$ cat config.mk
export PLATFORM = sky130hd
export DESIGN_NAME = tcc_capture_compare
export DESIGN_NICKNAME = d
export VERILOG_FILES = /design/src/tcc_pkg.sv /design/src/tcc_capture_compare.sv
export SDC_FILE = /design/constraint.sdc
export NUM_CORES = 1
export LEC_CHECK = 0
export ABC_AREA = 0
export BUFFER_PORTS_ARGS = -buffer_cell sky130_fd_sc_hd__buf_2
export CORE_ASPECT_RATIO = 2
export CORE_UTILIZATION = 65
export CTS_BUF_LIST = sky130_fd_sc_hd__clkbuf_4
export DETAILED_ROUTE_END_ITERATION = 7
export PLACE_DENSITY = 0.89
export SLEW_MARGIN = 20
export SYNTH_ARGS = -nofsm -noshare
export SYNTH_HDL_FRONTEND = slang
export SYNTH_SLANG_ARGS = --single-unit
$ cat constraint.sdc
create_clock -name sys_clk_i -period 12.4 [get_ports sys_clk_i]
set_clock_uncertainty 0.15 [all_clocks]
set_input_delay 2.48 -clock sys_clk_i [delete_from_list [all_inputs] [get_ports sys_clk_i]]
set_output_delay 2.48 -clock sys_clk_i [all_outputs]
set_load 0.02 [all_outputs]
$ cat src/tcc_pkg.sv
/*
 Package for the timer capture/compare unit: register byte offsets,
 field positions, reset values and output action codes.
 Assumes a 16-bit counter outside this block and an AXI4-Lite master.
*/
`default_nettype none
package tcc_pkg;
   localparam int          ADDR_W      = 8;
   localparam int          NUM_CH      = 3;
   localparam int          FILT_LEN    = 4;
   // Byte offsets, one 8-bit location per 32-bit word
   localparam logic [7:0]  OFS_CTRL    = 8'h00;
   localparam logic [7:0]  OFS_IRQ_EN  = 8'h04;
   localparam logic [7:0]  OFS_FLAGS   = 8'h08;
   localparam logic [7:0]  OFS_FORCE   = 8'h0C;
   localparam logic [7:0]  OFS_ACTION  = 8'h10;
   localparam logic [7:0]  OFS_CAP_LO  = 8'h14;
   localparam logic [7:0]  OFS_CAP_HI  = 8'h18;
   localparam logic [7:0]  OFS_CNT_LO  = 8'h1C;
   localparam logic [7:0]  OFS_CNT_HI  = 8'h20;
   localparam logic [7:0]  OFS_CMP_LO  = 8'h24;
   localparam logic [7:0]  OFS_CMP_HI  = 8'h28;
   localparam logic [7:0]  CMP_STRIDE  = 8'h08;
   localparam logic [7:0]  OFS_LAST    = 8'h38;
   // Control and flag field positions
   localparam int          CTRL_WGM    = 0;
   localparam int          CTRL_NF     = 4;
   localparam int          CTRL_RISE   = 5;
   localparam int          CTRL_COMPARATOR_CAPTURE_SELECT   = 6;
   localparam int          FLAG_CAP    = 0;
   localparam int          FLAG_CMP    = 1;
   localparam int          FLAG_OUT    = 4;
   // Reset values
   localparam logic [6:0]  CTRL_RST    = 7'h00;
   localparam logic [3:0]  IRQ_EN_RST  = 4'h0;
   localparam logic [5:0]  ACTION_RST  = 6'h00;
   localparam logic [15:0] WORD_RST    = 16'h0000;
   // Output actions on a match in non-PWM modes
   localparam logic [1:0]  ACT_NONE    = 2'h0;
   localparam logic [1:0]  ACT_TOGGLE  = 2'h1;
   localparam logic [1:0]  ACT_CLEAR   = 2'h2;
   // Fixed TOP values
   localparam logic [15:0] TOP_8BIT    = 16'h00FF;
   localparam logic [15:0] TOP_9BIT    = 16'h01FF;
   localparam logic [15:0] TOP_10BIT   = 16'h03FF;
   localparam logic [15:0] TOP_MAX     = 16'hFFFF;
   // AXI responses
   localparam logic [1:0]  RESP_OKAY   = 2'h0;
   localparam logic [1:0]  RESP_SLVERR = 2'h2;
endpackage
`default_nettype wire

$ cat src/tcc_capture_compare.sv
/*
 Capture/compare unit of a 16-bit timer with an AXI4-Lite register port.
 Assumes the counter, prescaler and pin muxing sit outside: the counter
 value and its tick/TOP/BOTTOM strobes arrive on sys_clk_i, the capture
 pin and comparator output are asynchronous.
*/
// Implementation choices: the register offsets and the AXI4-Lite interface to the registers.
`timescale 1ns/100ps
`default_nettype none

module tcc_capture_compare (
   input  wire  logic                        sys_clk_i,
   input  wire  logic                        reset_i,
   input  wire  logic                        ce_i,
   input  wire  logic [tcc_pkg::ADDR_W-1:0]  s_axi_awaddr_i,
   input  wire  logic                        s_axi_awvalid_i,
   output logic                              s_axi_awready_o,
   input  wire  logic [31:0]                 s_axi_wdata_i,
   input  wire  logic [3:0]                  s_axi_wstrb_i,
   input  wire  logic                        s_axi_wvalid_i,
   output logic                              s_axi_wready_o,
   output logic [1:0]                        s_axi_bresp_o,
   output logic                              s_axi_bvalid_o,
   input  wire  logic                        s_axi_bready_i,
   input  wire  logic [tcc_pkg::ADDR_W-1:0]  s_axi_araddr_i,
   input  wire  logic                        s_axi_arvalid_i,
   output logic                              s_axi_arready_o,
   output logic [31:0]                       s_axi_rdata_o,
   output logic [1:0]                        s_axi_rresp_o,
   output logic                              s_axi_rvalid_o,
   input  wire  logic                        s_axi_rready_i,
   input  wire  logic [15:0]                 counter_value_i,
   input  wire  logic                        timer_tick_i,
   input  wire  logic                        at_top_i,
   input  wire  logic                        at_bottom_i,
   input  wire  logic                        capture_input_pin_i,
   input  wire  logic                        comparator_output_i,
   input  wire  logic                        capture_irq_ack_i,
   input  wire  logic [tcc_pkg::NUM_CH-1:0]  compare_irq_ack_i,
   output logic                              counter_load_o,
   output logic [15:0]                       counter_load_value_o,
   output logic [15:0]                       top_value_o,
   output logic                              capture_irq_o,
   output logic [tcc_pkg::NUM_CH-1:0]        compare_irq_o,
   output logic [tcc_pkg::NUM_CH-1:0]        compare_output_o
);
   import tcc_pkg::*;

   logic [3:0]          waveform_mode_bits;
   logic                noise_filter_enable;
   logic                edge_rising;
   logic                comparator_capture_select;
   logic                capture_irq_enable;
   logic [NUM_CH-1:0]   compare_irq_enable;
   logic [5:0]          output_action_bits;
   logic                capture_flag;
   logic [NUM_CH-1:0]   compare_flag;
   logic [15:0]         capture_register;
   logic [7:0]          temp_high;
   logic [15:0]         compare_value [NUM_CH];
   logic [15:0]         compare_buffer [NUM_CH];
   logic                match_block;

   logic                aw_held;
   logic                w_held;
   logic [7:0]          aw_addr_q;
   logic [7:0]          w_byte_q;
   logic                w_lane0_q;
   logic                do_write;
   logic                wr_en;
   logic                ar_take;
   logic [31:0]         next_rdata;

   logic                pin_s1, pin_s2, cmp_s1, cmp_s2;
   logic                trig_src;
   logic [FILT_LEN-1:0] filt_sh;
   logic                filt_q;
   logic                filt_now;
   logic                edge_in;
   logic                edge_prev;
   logic                capture_event;

   logic                icr_top, pwm_mode, upd_at_top;
   logic                buf_xfer;
   logic [NUM_CH-1:0]   match_evt;
   logic [NUM_CH-1:0]   force_stb;

   function automatic logic mapped(input logic [7:0] a);
      return (a <= OFS_LAST) && (a[1:0] == 2'h0);
   endfunction

   // Mode decode
   always_comb begin
      unique case (waveform_mode_bits)
         4'h8, 4'hA, 4'hC, 4'hE: icr_top = 1'b1;
         default:                icr_top = 1'b0;
      endcase
      unique case (waveform_mode_bits)
         4'h0, 4'h4, 4'hC, 4'hD: pwm_mode = 1'b0;
         default:                pwm_mode = 1'b1;
      endcase
      unique case (waveform_mode_bits)
         4'h1, 4'h2, 4'h3, 4'hA, 4'hB: upd_at_top = 1'b1;
         default:                      upd_at_top = 1'b0;
      endcase
   end

   // AXI write channel: address and data taken in either order
   assign s_axi_awready_o = ce_i & ~aw_held & ~s_axi_bvalid_o;
   assign s_axi_wready_o  = ce_i & ~w_held & ~s_axi_bvalid_o;
   assign do_write        = ce_i & aw_held & w_held & ~s_axi_bvalid_o;
   // Byte registers: a write without lane 0 is answered but ignored
   assign wr_en           = do_write & mapped(aw_addr_q) & w_lane0_q;

   always_ff @(posedge sys_clk_i or posedge reset_i) begin
      if (reset_i) begin
         aw_held   <= 1'b0;
         aw_addr_q <= 8'h00;
      end else if (ce_i) begin
         if (s_axi_awvalid_i && s_axi_awready_o) begin
            aw_held   <= 1'b1;
            aw_addr_q <= s_axi_awaddr_i;
         end else if (do_write) begin
            aw_held <= 1'b0;
         end
      end
   end

   always_ff @(posedge sys_clk_i or posedge reset_i) begin
      if (reset_i) begin
         w_held    <= 1'b0;
         w_byte_q  <= 8'h00;
         w_lane0_q <= 1'b0;
      end else if (ce_i) begin
         if (s_axi_wvalid_i && s_axi_wready_o) begin
            w_held    <= 1'b1;
            w_byte_q  <= s_axi_wdata_i[7:0];
            w_lane0_q <= s_axi_wstrb_i[0];
         end else if (do_write) begin
            w_held <= 1'b0;
         end
      end
   end

   always_ff @(posedge sys_clk_i or posedge reset_i) begin
      if (reset_i) begin
         s_axi_bvalid_o <= 1'b0;
         s_axi_bresp_o  <= RESP_OKAY;
      end else if (ce_i) begin
         if (do_write) begin
            s_axi_bvalid_o <= 1'b1;
            s_axi_bresp_o  <= mapped(aw_addr_q) ? RESP_OKAY : RESP_SLVERR;
         end else if (s_axi_bready_i) begin
            s_axi_bvalid_o <= 1'b0;
         end
      end
   end

   // AXI read channel
   assign s_axi_arready_o = ce_i & ~s_axi_rvalid_o;
   assign ar_take         = s_axi_arvalid_i & s_axi_arready_o;

   always_comb begin
      next_rdata = 32'h0000_0000;
      unique case (s_axi_araddr_i)
         OFS_CTRL:   next_rdata[6:0] = {comparator_capture_select, edge_rising,
                                        noise_filter_enable, waveform_mode_bits};
         OFS_IRQ_EN: next_rdata[3:0] = {compare_irq_enable, capture_irq_enable};
         OFS_FLAGS:  next_rdata[6:0] = {compare_output_o, compare_flag, capture_flag};
         OFS_ACTION: next_rdata[5:0] = output_action_bits;
         OFS_CAP_LO: next_rdata[7:0] = capture_register[7:0];
         OFS_CAP_HI: next_rdata[7:0] = temp_high;
         OFS_CNT_LO: next_rdata[7:0] = counter_value_i[7:0];
         OFS_CNT_HI: next_rdata[7:0] = temp_high;
         default:    next_rdata      = 32'h0000_0000;
      endcase
      for (int ch = 0; ch < NUM_CH; ch++) begin
         // Reads see the register that CPU writes land in
         if (s_axi_araddr_i == 8'(OFS_CMP_LO + CMP_STRIDE * ch))
            next_rdata[7:0] = pwm_mode ? compare_buffer[ch][7:0]
                                       : compare_value[ch][7:0];
         if (s_axi_araddr_i == 8'(OFS_CMP_HI + CMP_STRIDE * ch))
            next_rdata[7:0] = pwm_mode ? compare_buffer[ch][15:8]
                                       : compare_value[ch][15:8];
      end
   end

   always_ff @(posedge sys_clk_i or posedge reset_i) begin
      if (reset_i) begin
         s_axi_rvalid_o <= 1'b0;
         s_axi_rdata_o  <= 32'h0000_0000;
         s_axi_rresp_o  <= RESP_OKAY;
      end else if (ce_i) begin
         if (ar_take) begin
            s_axi_rvalid_o <= 1'b1;
            s_axi_rdata_o  <= next_rdata;
            s_axi_rresp_o  <= mapped(s_axi_araddr_i) ? RESP_OKAY : RESP_SLVERR;
         end else if (s_axi_rready_i) begin
            s_axi_rvalid_o <= 1'b0;
         end
      end
   end

   // Shared high-byte staging; a high-byte write beats a same-cycle low read
   always_ff @(posedge sys_clk_i or posedge reset_i) begin
      if (reset_i) begin
         temp_high <= 8'h00;
      end else if (ce_i) begin
         if (wr_en && (aw_addr_q == OFS_CAP_HI || aw_addr_q == OFS_CNT_HI
                       || aw_addr_q == OFS_CMP_HI
                       || aw_addr_q == 8'(OFS_CMP_HI + CMP_STRIDE)
                       || aw_addr_q == 8'(OFS_CMP_HI + 2 * CMP_STRIDE)))
            temp_high <= w_byte_q;
         else if (ar_take && s_axi_araddr_i == OFS_CAP_LO)
            temp_high <= capture_register[15:8];
         else if (ar_take && s_axi_araddr_i == OFS_CNT_LO)
            temp_high <= counter_value_i[15:8];
      end
   end

   // Control registers
   always_ff @(posedge sys_clk_i or posedge reset_i) begin
      if (reset_i) begin
         {comparator_capture_select, edge_rising,
          noise_filter_enable, waveform_mode_bits} <= CTRL_RST;
         {compare_irq_enable, capture_irq_enable}  <= IRQ_EN_RST;
         output_action_bits                         <= ACTION_RST;
      end else if (ce_i && wr_en) begin
         if (aw_addr_q == OFS_CTRL) begin
            waveform_mode_bits        <= w_byte_q[CTRL_WGM +: 4];
            noise_filter_enable       <= w_byte_q[CTRL_NF];
            edge_rising               <= w_byte_q[CTRL_RISE];
            comparator_capture_select <= w_byte_q[CTRL_COMPARATOR_CAPTURE_SELECT];
         end
         if (aw_addr_q == OFS_IRQ_EN)
            {compare_irq_enable, capture_irq_enable} <= w_byte_q[3:0];
         if (aw_addr_q == OFS_ACTION)
            output_action_bits <= w_byte_q[5:0];
      end
   end

   // Counter load goes to the external counter as a one-cycle pulse
   always_ff @(posedge sys_clk_i or posedge reset_i) begin
      if (reset_i) begin
         counter_load_o       <= 1'b0;
         counter_load_value_o <= WORD_RST;
      end else if (ce_i) begin
         counter_load_o <= wr_en && aw_addr_q == OFS_CNT_LO;
         if (wr_en && aw_addr_q == OFS_CNT_LO)
            counter_load_value_o <= {temp_high, w_byte_q};
      end
   end

   // Capture path
   always_ff @(posedge sys_clk_i or posedge reset_i) begin
      if (reset_i) begin
         pin_s1 <= 1'b0;
         pin_s2 <= 1'b0;
         cmp_s1 <= 1'b0;
         cmp_s2 <= 1'b0;
      end else if (ce_i) begin
         pin_s1 <= capture_input_pin_i;
         pin_s2 <= pin_s1;
         cmp_s1 <= comparator_output_i;
         cmp_s2 <= cmp_s1;
      end
   end

   // Mux glitch on a source change can look like an edge
   assign trig_src = comparator_capture_select ? cmp_s2 : pin_s2;

   // Filter output is combinational on the full window so it adds four cycles
   always_comb begin
      if (&filt_sh)
         filt_now = 1'b1;
      else if (~|filt_sh)
         filt_now = 1'b0;
      else
         filt_now = filt_q;
   end

   assign edge_in = noise_filter_enable ? filt_now : trig_src;
   // Pin driven by its own port register reaches here like any edge
   assign capture_event = ~icr_top
                        & (edge_rising ? (edge_in & ~edge_prev)
                                       : (~edge_in & edge_prev));

   always_ff @(posedge sys_clk_i or posedge reset_i) begin
      if (reset_i) begin
         filt_sh   <= '0;
         filt_q    <= 1'b0;
         edge_prev <= 1'b0;
      end else if (ce_i && !icr_top) begin
         filt_sh   <= {filt_sh[FILT_LEN-2:0], trig_src};
         filt_q    <= filt_now;
         edge_prev <= edge_in;
      end
   end

   always_ff @(posedge sys_clk_i or posedge reset_i) begin
      if (reset_i) begin
         capture_register <= WORD_RST;
      end else if (ce_i) begin
         if (capture_event)
            capture_register <= counter_value_i;
         else if (wr_en && icr_top && aw_addr_q == OFS_CAP_LO)
            capture_register <= {temp_high, w_byte_q};
      end
   end

   // Set wins over a same-cycle clear
   always_ff @(posedge sys_clk_i or posedge reset_i) begin
      if (reset_i) begin
         capture_flag <= 1'b0;
      end else if (ce_i) begin
         if (capture_event)
            capture_flag <= 1'b1;
         else if (capture_irq_ack_i
                  || (wr_en && aw_addr_q == OFS_FLAGS && w_byte_q[FLAG_CAP]))
            capture_flag <= 1'b0;
      end
   end

   assign capture_irq_o = capture_flag & capture_irq_enable;

   // Compare side
   always_ff @(posedge sys_clk_i or posedge reset_i) begin
      if (reset_i)
         match_block <= 1'b0;
      else if (ce_i) begin
         if (wr_en && aw_addr_q == OFS_CNT_LO)
            match_block <= 1'b1;
         // Load lands one cycle late, so the block outlives the tick that applies it
         else if (timer_tick_i && !counter_load_o)
            match_block <= 1'b0;
      end
   end

   assign buf_xfer = pwm_mode & timer_tick_i
                   & (upd_at_top ? at_top_i : at_bottom_i);

   genvar g;
   generate
      for (g = 0; g < NUM_CH; g++) begin : g_ch
         logic       wr_lo;
         logic [1:0] act;

         assign wr_lo = wr_en && aw_addr_q == 8'(OFS_CMP_LO + CMP_STRIDE * g);
         assign act   = output_action_bits[2*g +: 2];
         assign match_evt[g] = timer_tick_i & ~match_block
                             & (counter_value_i == compare_value[g]);
         assign force_stb[g] = wr_en && aw_addr_q == OFS_FORCE
                             && w_byte_q[g] && !pwm_mode;

         always_ff @(posedge sys_clk_i or posedge reset_i) begin
            if (reset_i) begin
               compare_buffer[g] <= WORD_RST;
               compare_value[g]  <= WORD_RST;
            end else if (ce_i) begin
               if (wr_lo && pwm_mode)
                  compare_buffer[g] <= {temp_high, w_byte_q};
               if (wr_lo && !pwm_mode)
                  compare_value[g] <= {temp_high, w_byte_q};
               else if (buf_xfer)
                  compare_value[g] <= compare_buffer[g];
            end
         end

         always_ff @(posedge sys_clk_i or posedge reset_i) begin
            if (reset_i) begin
               compare_flag[g] <= 1'b0;
            end else if (ce_i) begin
               if (match_evt[g])
                  compare_flag[g] <= 1'b1;
               else if (compare_irq_ack_i[g] || (wr_en && aw_addr_q == OFS_FLAGS
                                                 && w_byte_q[FLAG_CMP + g]))
                  compare_flag[g] <= 1'b0;
            end
         end

         // PWM shaping lives in the waveform generator, so only non-PWM acts here
         always_ff @(posedge sys_clk_i or posedge reset_i) begin
            if (reset_i) begin
               compare_output_o[g] <= 1'b0;
            end else if (ce_i && !pwm_mode && (match_evt[g] || force_stb[g])) begin
               unique case (act)
                  ACT_NONE:   compare_output_o[g] <= compare_output_o[g];
                  ACT_TOGGLE: compare_output_o[g] <= ~compare_output_o[g];
                  ACT_CLEAR:  compare_output_o[g] <= 1'b0;
                  default:    compare_output_o[g] <= 1'b1;
               endcase
            end
         end

         assign compare_irq_o[g] = compare_flag[g] & compare_irq_enable[g];
      end
   endgenerate

   // TOP selection for the external counter
   always_ff @(posedge sys_clk_i or posedge reset_i) begin
      if (reset_i) begin
         top_value_o <= TOP_MAX;
      end else if (ce_i) begin
         unique case (waveform_mode_bits)
            4'h1, 4'h5:             top_value_o <= TOP_8BIT;
            4'h2, 4'h6:             top_value_o <= TOP_9BIT;
            4'h3, 4'h7:             top_value_o <= TOP_10BIT;
            4'h4, 4'h9, 4'hB, 4'hF: top_value_o <= compare_value[0];
            4'h8, 4'hA, 4'hC, 4'hE: top_value_o <= capture_register;
            default:                top_value_o <= TOP_MAX;
         endcase
      end
   end

endmodule
`default_nettype wire

==> results.yml <==
power:
  power_switching_mw: 0.706
  vdd_ir_drop_max_mv: 0.191
  p_leak_nw: 6.01
  power.internal_mw: 1.23
  total_power_mw: 1.93
  comb_power_share_pct: 19.1
  power_frac_clock_pct: 29.3
  seqPwrFrac_pct: 51.7
  p_sw_share_pct: 36.5
  power.density_nw_per_um2: 146
logic_synthesis:
  synthTopCellsByArea: "dfrtp_1, mux2i_1, mux2_2, nand2_1, o21ai_0"
  syn_area_um2: 12000
  synth_top_cell_by_area: "dfrtp_1"
  synth_top_area_share_pct: 42.3
  netlist_instances: 1199
  async_flop_share_pct: 100
  yosysWarnings: 0
  yosysSeqAreaShare_pct: 45.8
  postSynthAreaPerCell_um2: 10.0
  ys_types: 77
  synth_edf_count: 0
  ys_ff_latch: 219
  ys.flop_type: "dfrtp_1"
timing:
  layout_min_cycle_time_ns: 6.26
  rsz0062_at_grt: "false"
  post-route-period-util_pct: 50.5
  setup_slack_ns: 6.14
  timing.slew.headroom_pct: 17.4
  fmax_mhz: 160
  hold_viol: 0
  worst_slew_pin_slew_ns: 1.22
  hold_slack_ns: 0.315
  setup_viol: 0
  finalSetupTns_ns: 0
  final-max-slew-violation-count: 0
worst_setup_path:
  crit_fanout: 38
  crit_top_cell: "buf_2"
  cp_slowest_cell: "buf_4"
  critPathTopFamily: "buffers and inverters"
  critPathRequiredTime_ns: 9.77
  crit_type: "in2out"
  cp.arrival_ns: 3.63
  worstSetupStartpointType: "input port"
  end_kind: "primary output"
  crit_buf_inv: 4
  path_cells: "buf_2, buf_4, inv_1, nor2_1, buf_2"
  cpPeakStageDelay_ns: 0.41
status:
  violations: "DRC"
  outcome: "complete, but fails checks"
routing:
  vias: 10100
  route.detailed.drc: 9
  post_drt_via_cell_ratio: 6.49
  wl_um: 37700
  drt_iter0_drc: 746
  ant_nets: 0
  drtPass1Iterations: 8
  detail_route.wl_per_cell_um: 24.3
cells_and_area:
  final_area_um2: 13200
  nNetsFinal: 1376
  post-route-util_pct: 72.3
  drive_above_1_share_pct: 25.2
  layout.cells.non_filler: 1549
  area_growth_pct: 9.67
  fillCellCount: 1358
die:
  coreArea_um2: 18200
  pin_count: 166
  start_util_pct: 66.0
  die_area_um2: 19100
  die_h_um: 194
  rows: 70
  die_w_um: 98.2
clock_tree:
  clock-sinks: 219
  cts_buffer_depth: 3
  postCtsSetupBuffers: 0
  cts-htree-levels: 2
  clkLatencyLatePin_ns: 0.69
  cts_inserted_buffers: 50
  ctsHoldBuffers: 0
  clk_transition_reported_paths_ns: 0.07
  cts_resized: 0
  clockRootBuffer: "clkbuf_4"
  cts_tree: "yes"
worst_hold_path:
  holdCritPathClass: "reg2reg"
global_routing:
  grt_pass1_vias: 9958
  grt_max_degree: 140
  overflow: 0
  grt_antenna_before_repair: 2
  track_usage_pct: 40.6
  grt_pass1_wl_um: 57300
placement:
  place_inst: 1454
  hpwl_um: 26800
  place_ws_ns: 6.15
  io_buffers: 112
  gp_congestion: 1.07
  place_area_um2: 12500
run:
  maxCapViolCount: 0
==> synthesized netlist by cell type (all sizes together), types with 6 or more instances <==
| master | number |
|---|---|
| nor3 | 13 |
| a21oi | 55 |
| nor4 | 11 |
| a211oi | 6 |
| clkbuf | 67 |
| dfstp | 16 |
| and3 | 8 |
| nand4 | 17 |
| o22ai | 19 |
| inv | 13 |
| nor2b | 10 |
| xor2 | 24 |
| xnor2 | 24 |
| o21ai | 112 |
| dfrtp | 203 |
| nand3 | 22 |
| nor2 | 79 |
| and2 | 16 |
| buf | 45 |
| a21o | 6 |
| nand2 | 127 |
| mux2 | 94 |
| mux2i | 114 |
| a22oi | 18 |
==> logic make-up after synthesis <==
group | synth area share [%]
other cells | 0.0312
xor+xnor | 3.50
mux | 18.4
buf+inv | 5.03
simple gates | 13.9
flops | 45.8
compound gates | 13.4
==> flip-flops by register name, indices dropped and copies added, names as in the netlist, 3 cells and up <==
register,flops
capture_register,16
waveform_mode_bits,4
compare_output_o,3
aw_addr_q,8
w_byte_q,8
compare_flag,3
compare_value,48
s_axi_rdata_o,8
counter_load_value_o,16
compare_buffer,48
top_value_o,16
compare_irq_enable,3
output_action_bits,6
temp_high,8
filt_sh,4
==> power by group through the flow <==
stage          Clock, mW  Sequential (mW)  Combinational (mW)
2_1_floorplan          0            0.881               0.325
3_3_place_gp           0            0.995               0.351
3_5_place_dp           0             1.00               0.363
4_1_cts            0.570            0.986               0.366
5_1_grt            0.609             1.00               0.402
6_report           0.565            0.997               0.369
==> worst register-to-register path: stages (launching register included) <==
cell and delay, ns:
dfrtp_1 0.55, or2_2 0.42, a21oi_4 0.12, buf_4 0.60
mux2i_1 0.38, o22ai_1 0.11, a2111oi_0 0.99, a21oi_1 0.16
==> cell usage in the layout, fill, tap and decap left out, types with 8 or more instances in the layout <==
cell type	instances
buf_4	13
nor2_1	79
dfstp_2	16
inv_1	12
dfrtp_1	203
clkinv_1	15
mux2i_1	113
o21ai_0	93
o22ai_1	19
mux2_2	94
o21ai_1	17
nand4_1	16
xnor2_1	24
nand3_1	21
and2_1	15
buf_2	112
a21oi_1	54
nor3_1	11
and3_1	8
xor2_1	24
nor2b_1	10
conb_1	26
nand2_1	126
a22oi_1	18
clkbuf_4	73
==> path summary, 6_finish.rpt <==
| kind | slack (ns) | from | end | depth (start not counted) |
|---|---|---|---|---|
| max | 6.14 | ce_i | s_axi_arready_o | 5 |
| min | 0.32 | match_block | match_block | 2 |
| max reg2reg | 8.78 | waveform_mode_bits[3] | s_axi_rdata_o[2] | 7 |
| min reg2reg | 0.32 | match_block | match_block | 2 |
| max in group asynchronous | 8.64 | reset_i | compare_buffer[2] | 3 |
| min in group asynchronous | 1.85 | reset_i | counter_load_value_o[14] | 2 |
==> final cells by class <==
type / instances / area (um^2) / share of cell area (%)
clock inverter: 19 / 77.6 / 0.589
multi-input combinational: 880 / 6030 / 45.8
tap: 216 / 270 / 2.05
timing repair buffer: 127 / 688 / 5.22
antenna: 2 / 5.00 / 0.0380
clock buffer: 73 / 548 / 4.16
sequential: 219 / 5500 / 41.7
inverter: 13 / 56.3 / 0.427
==> layer usage <==
layer	track usage [%]	vias to the layer above	wire, um
met4	31.3	0	3150
met3	6.72	180	2620
met2	67.2	521	18800
met5	0	-	0
met1	46.6	4874	13100
li1	-	4481	-
Note: power is estimated with default switching activity, not from simulation.
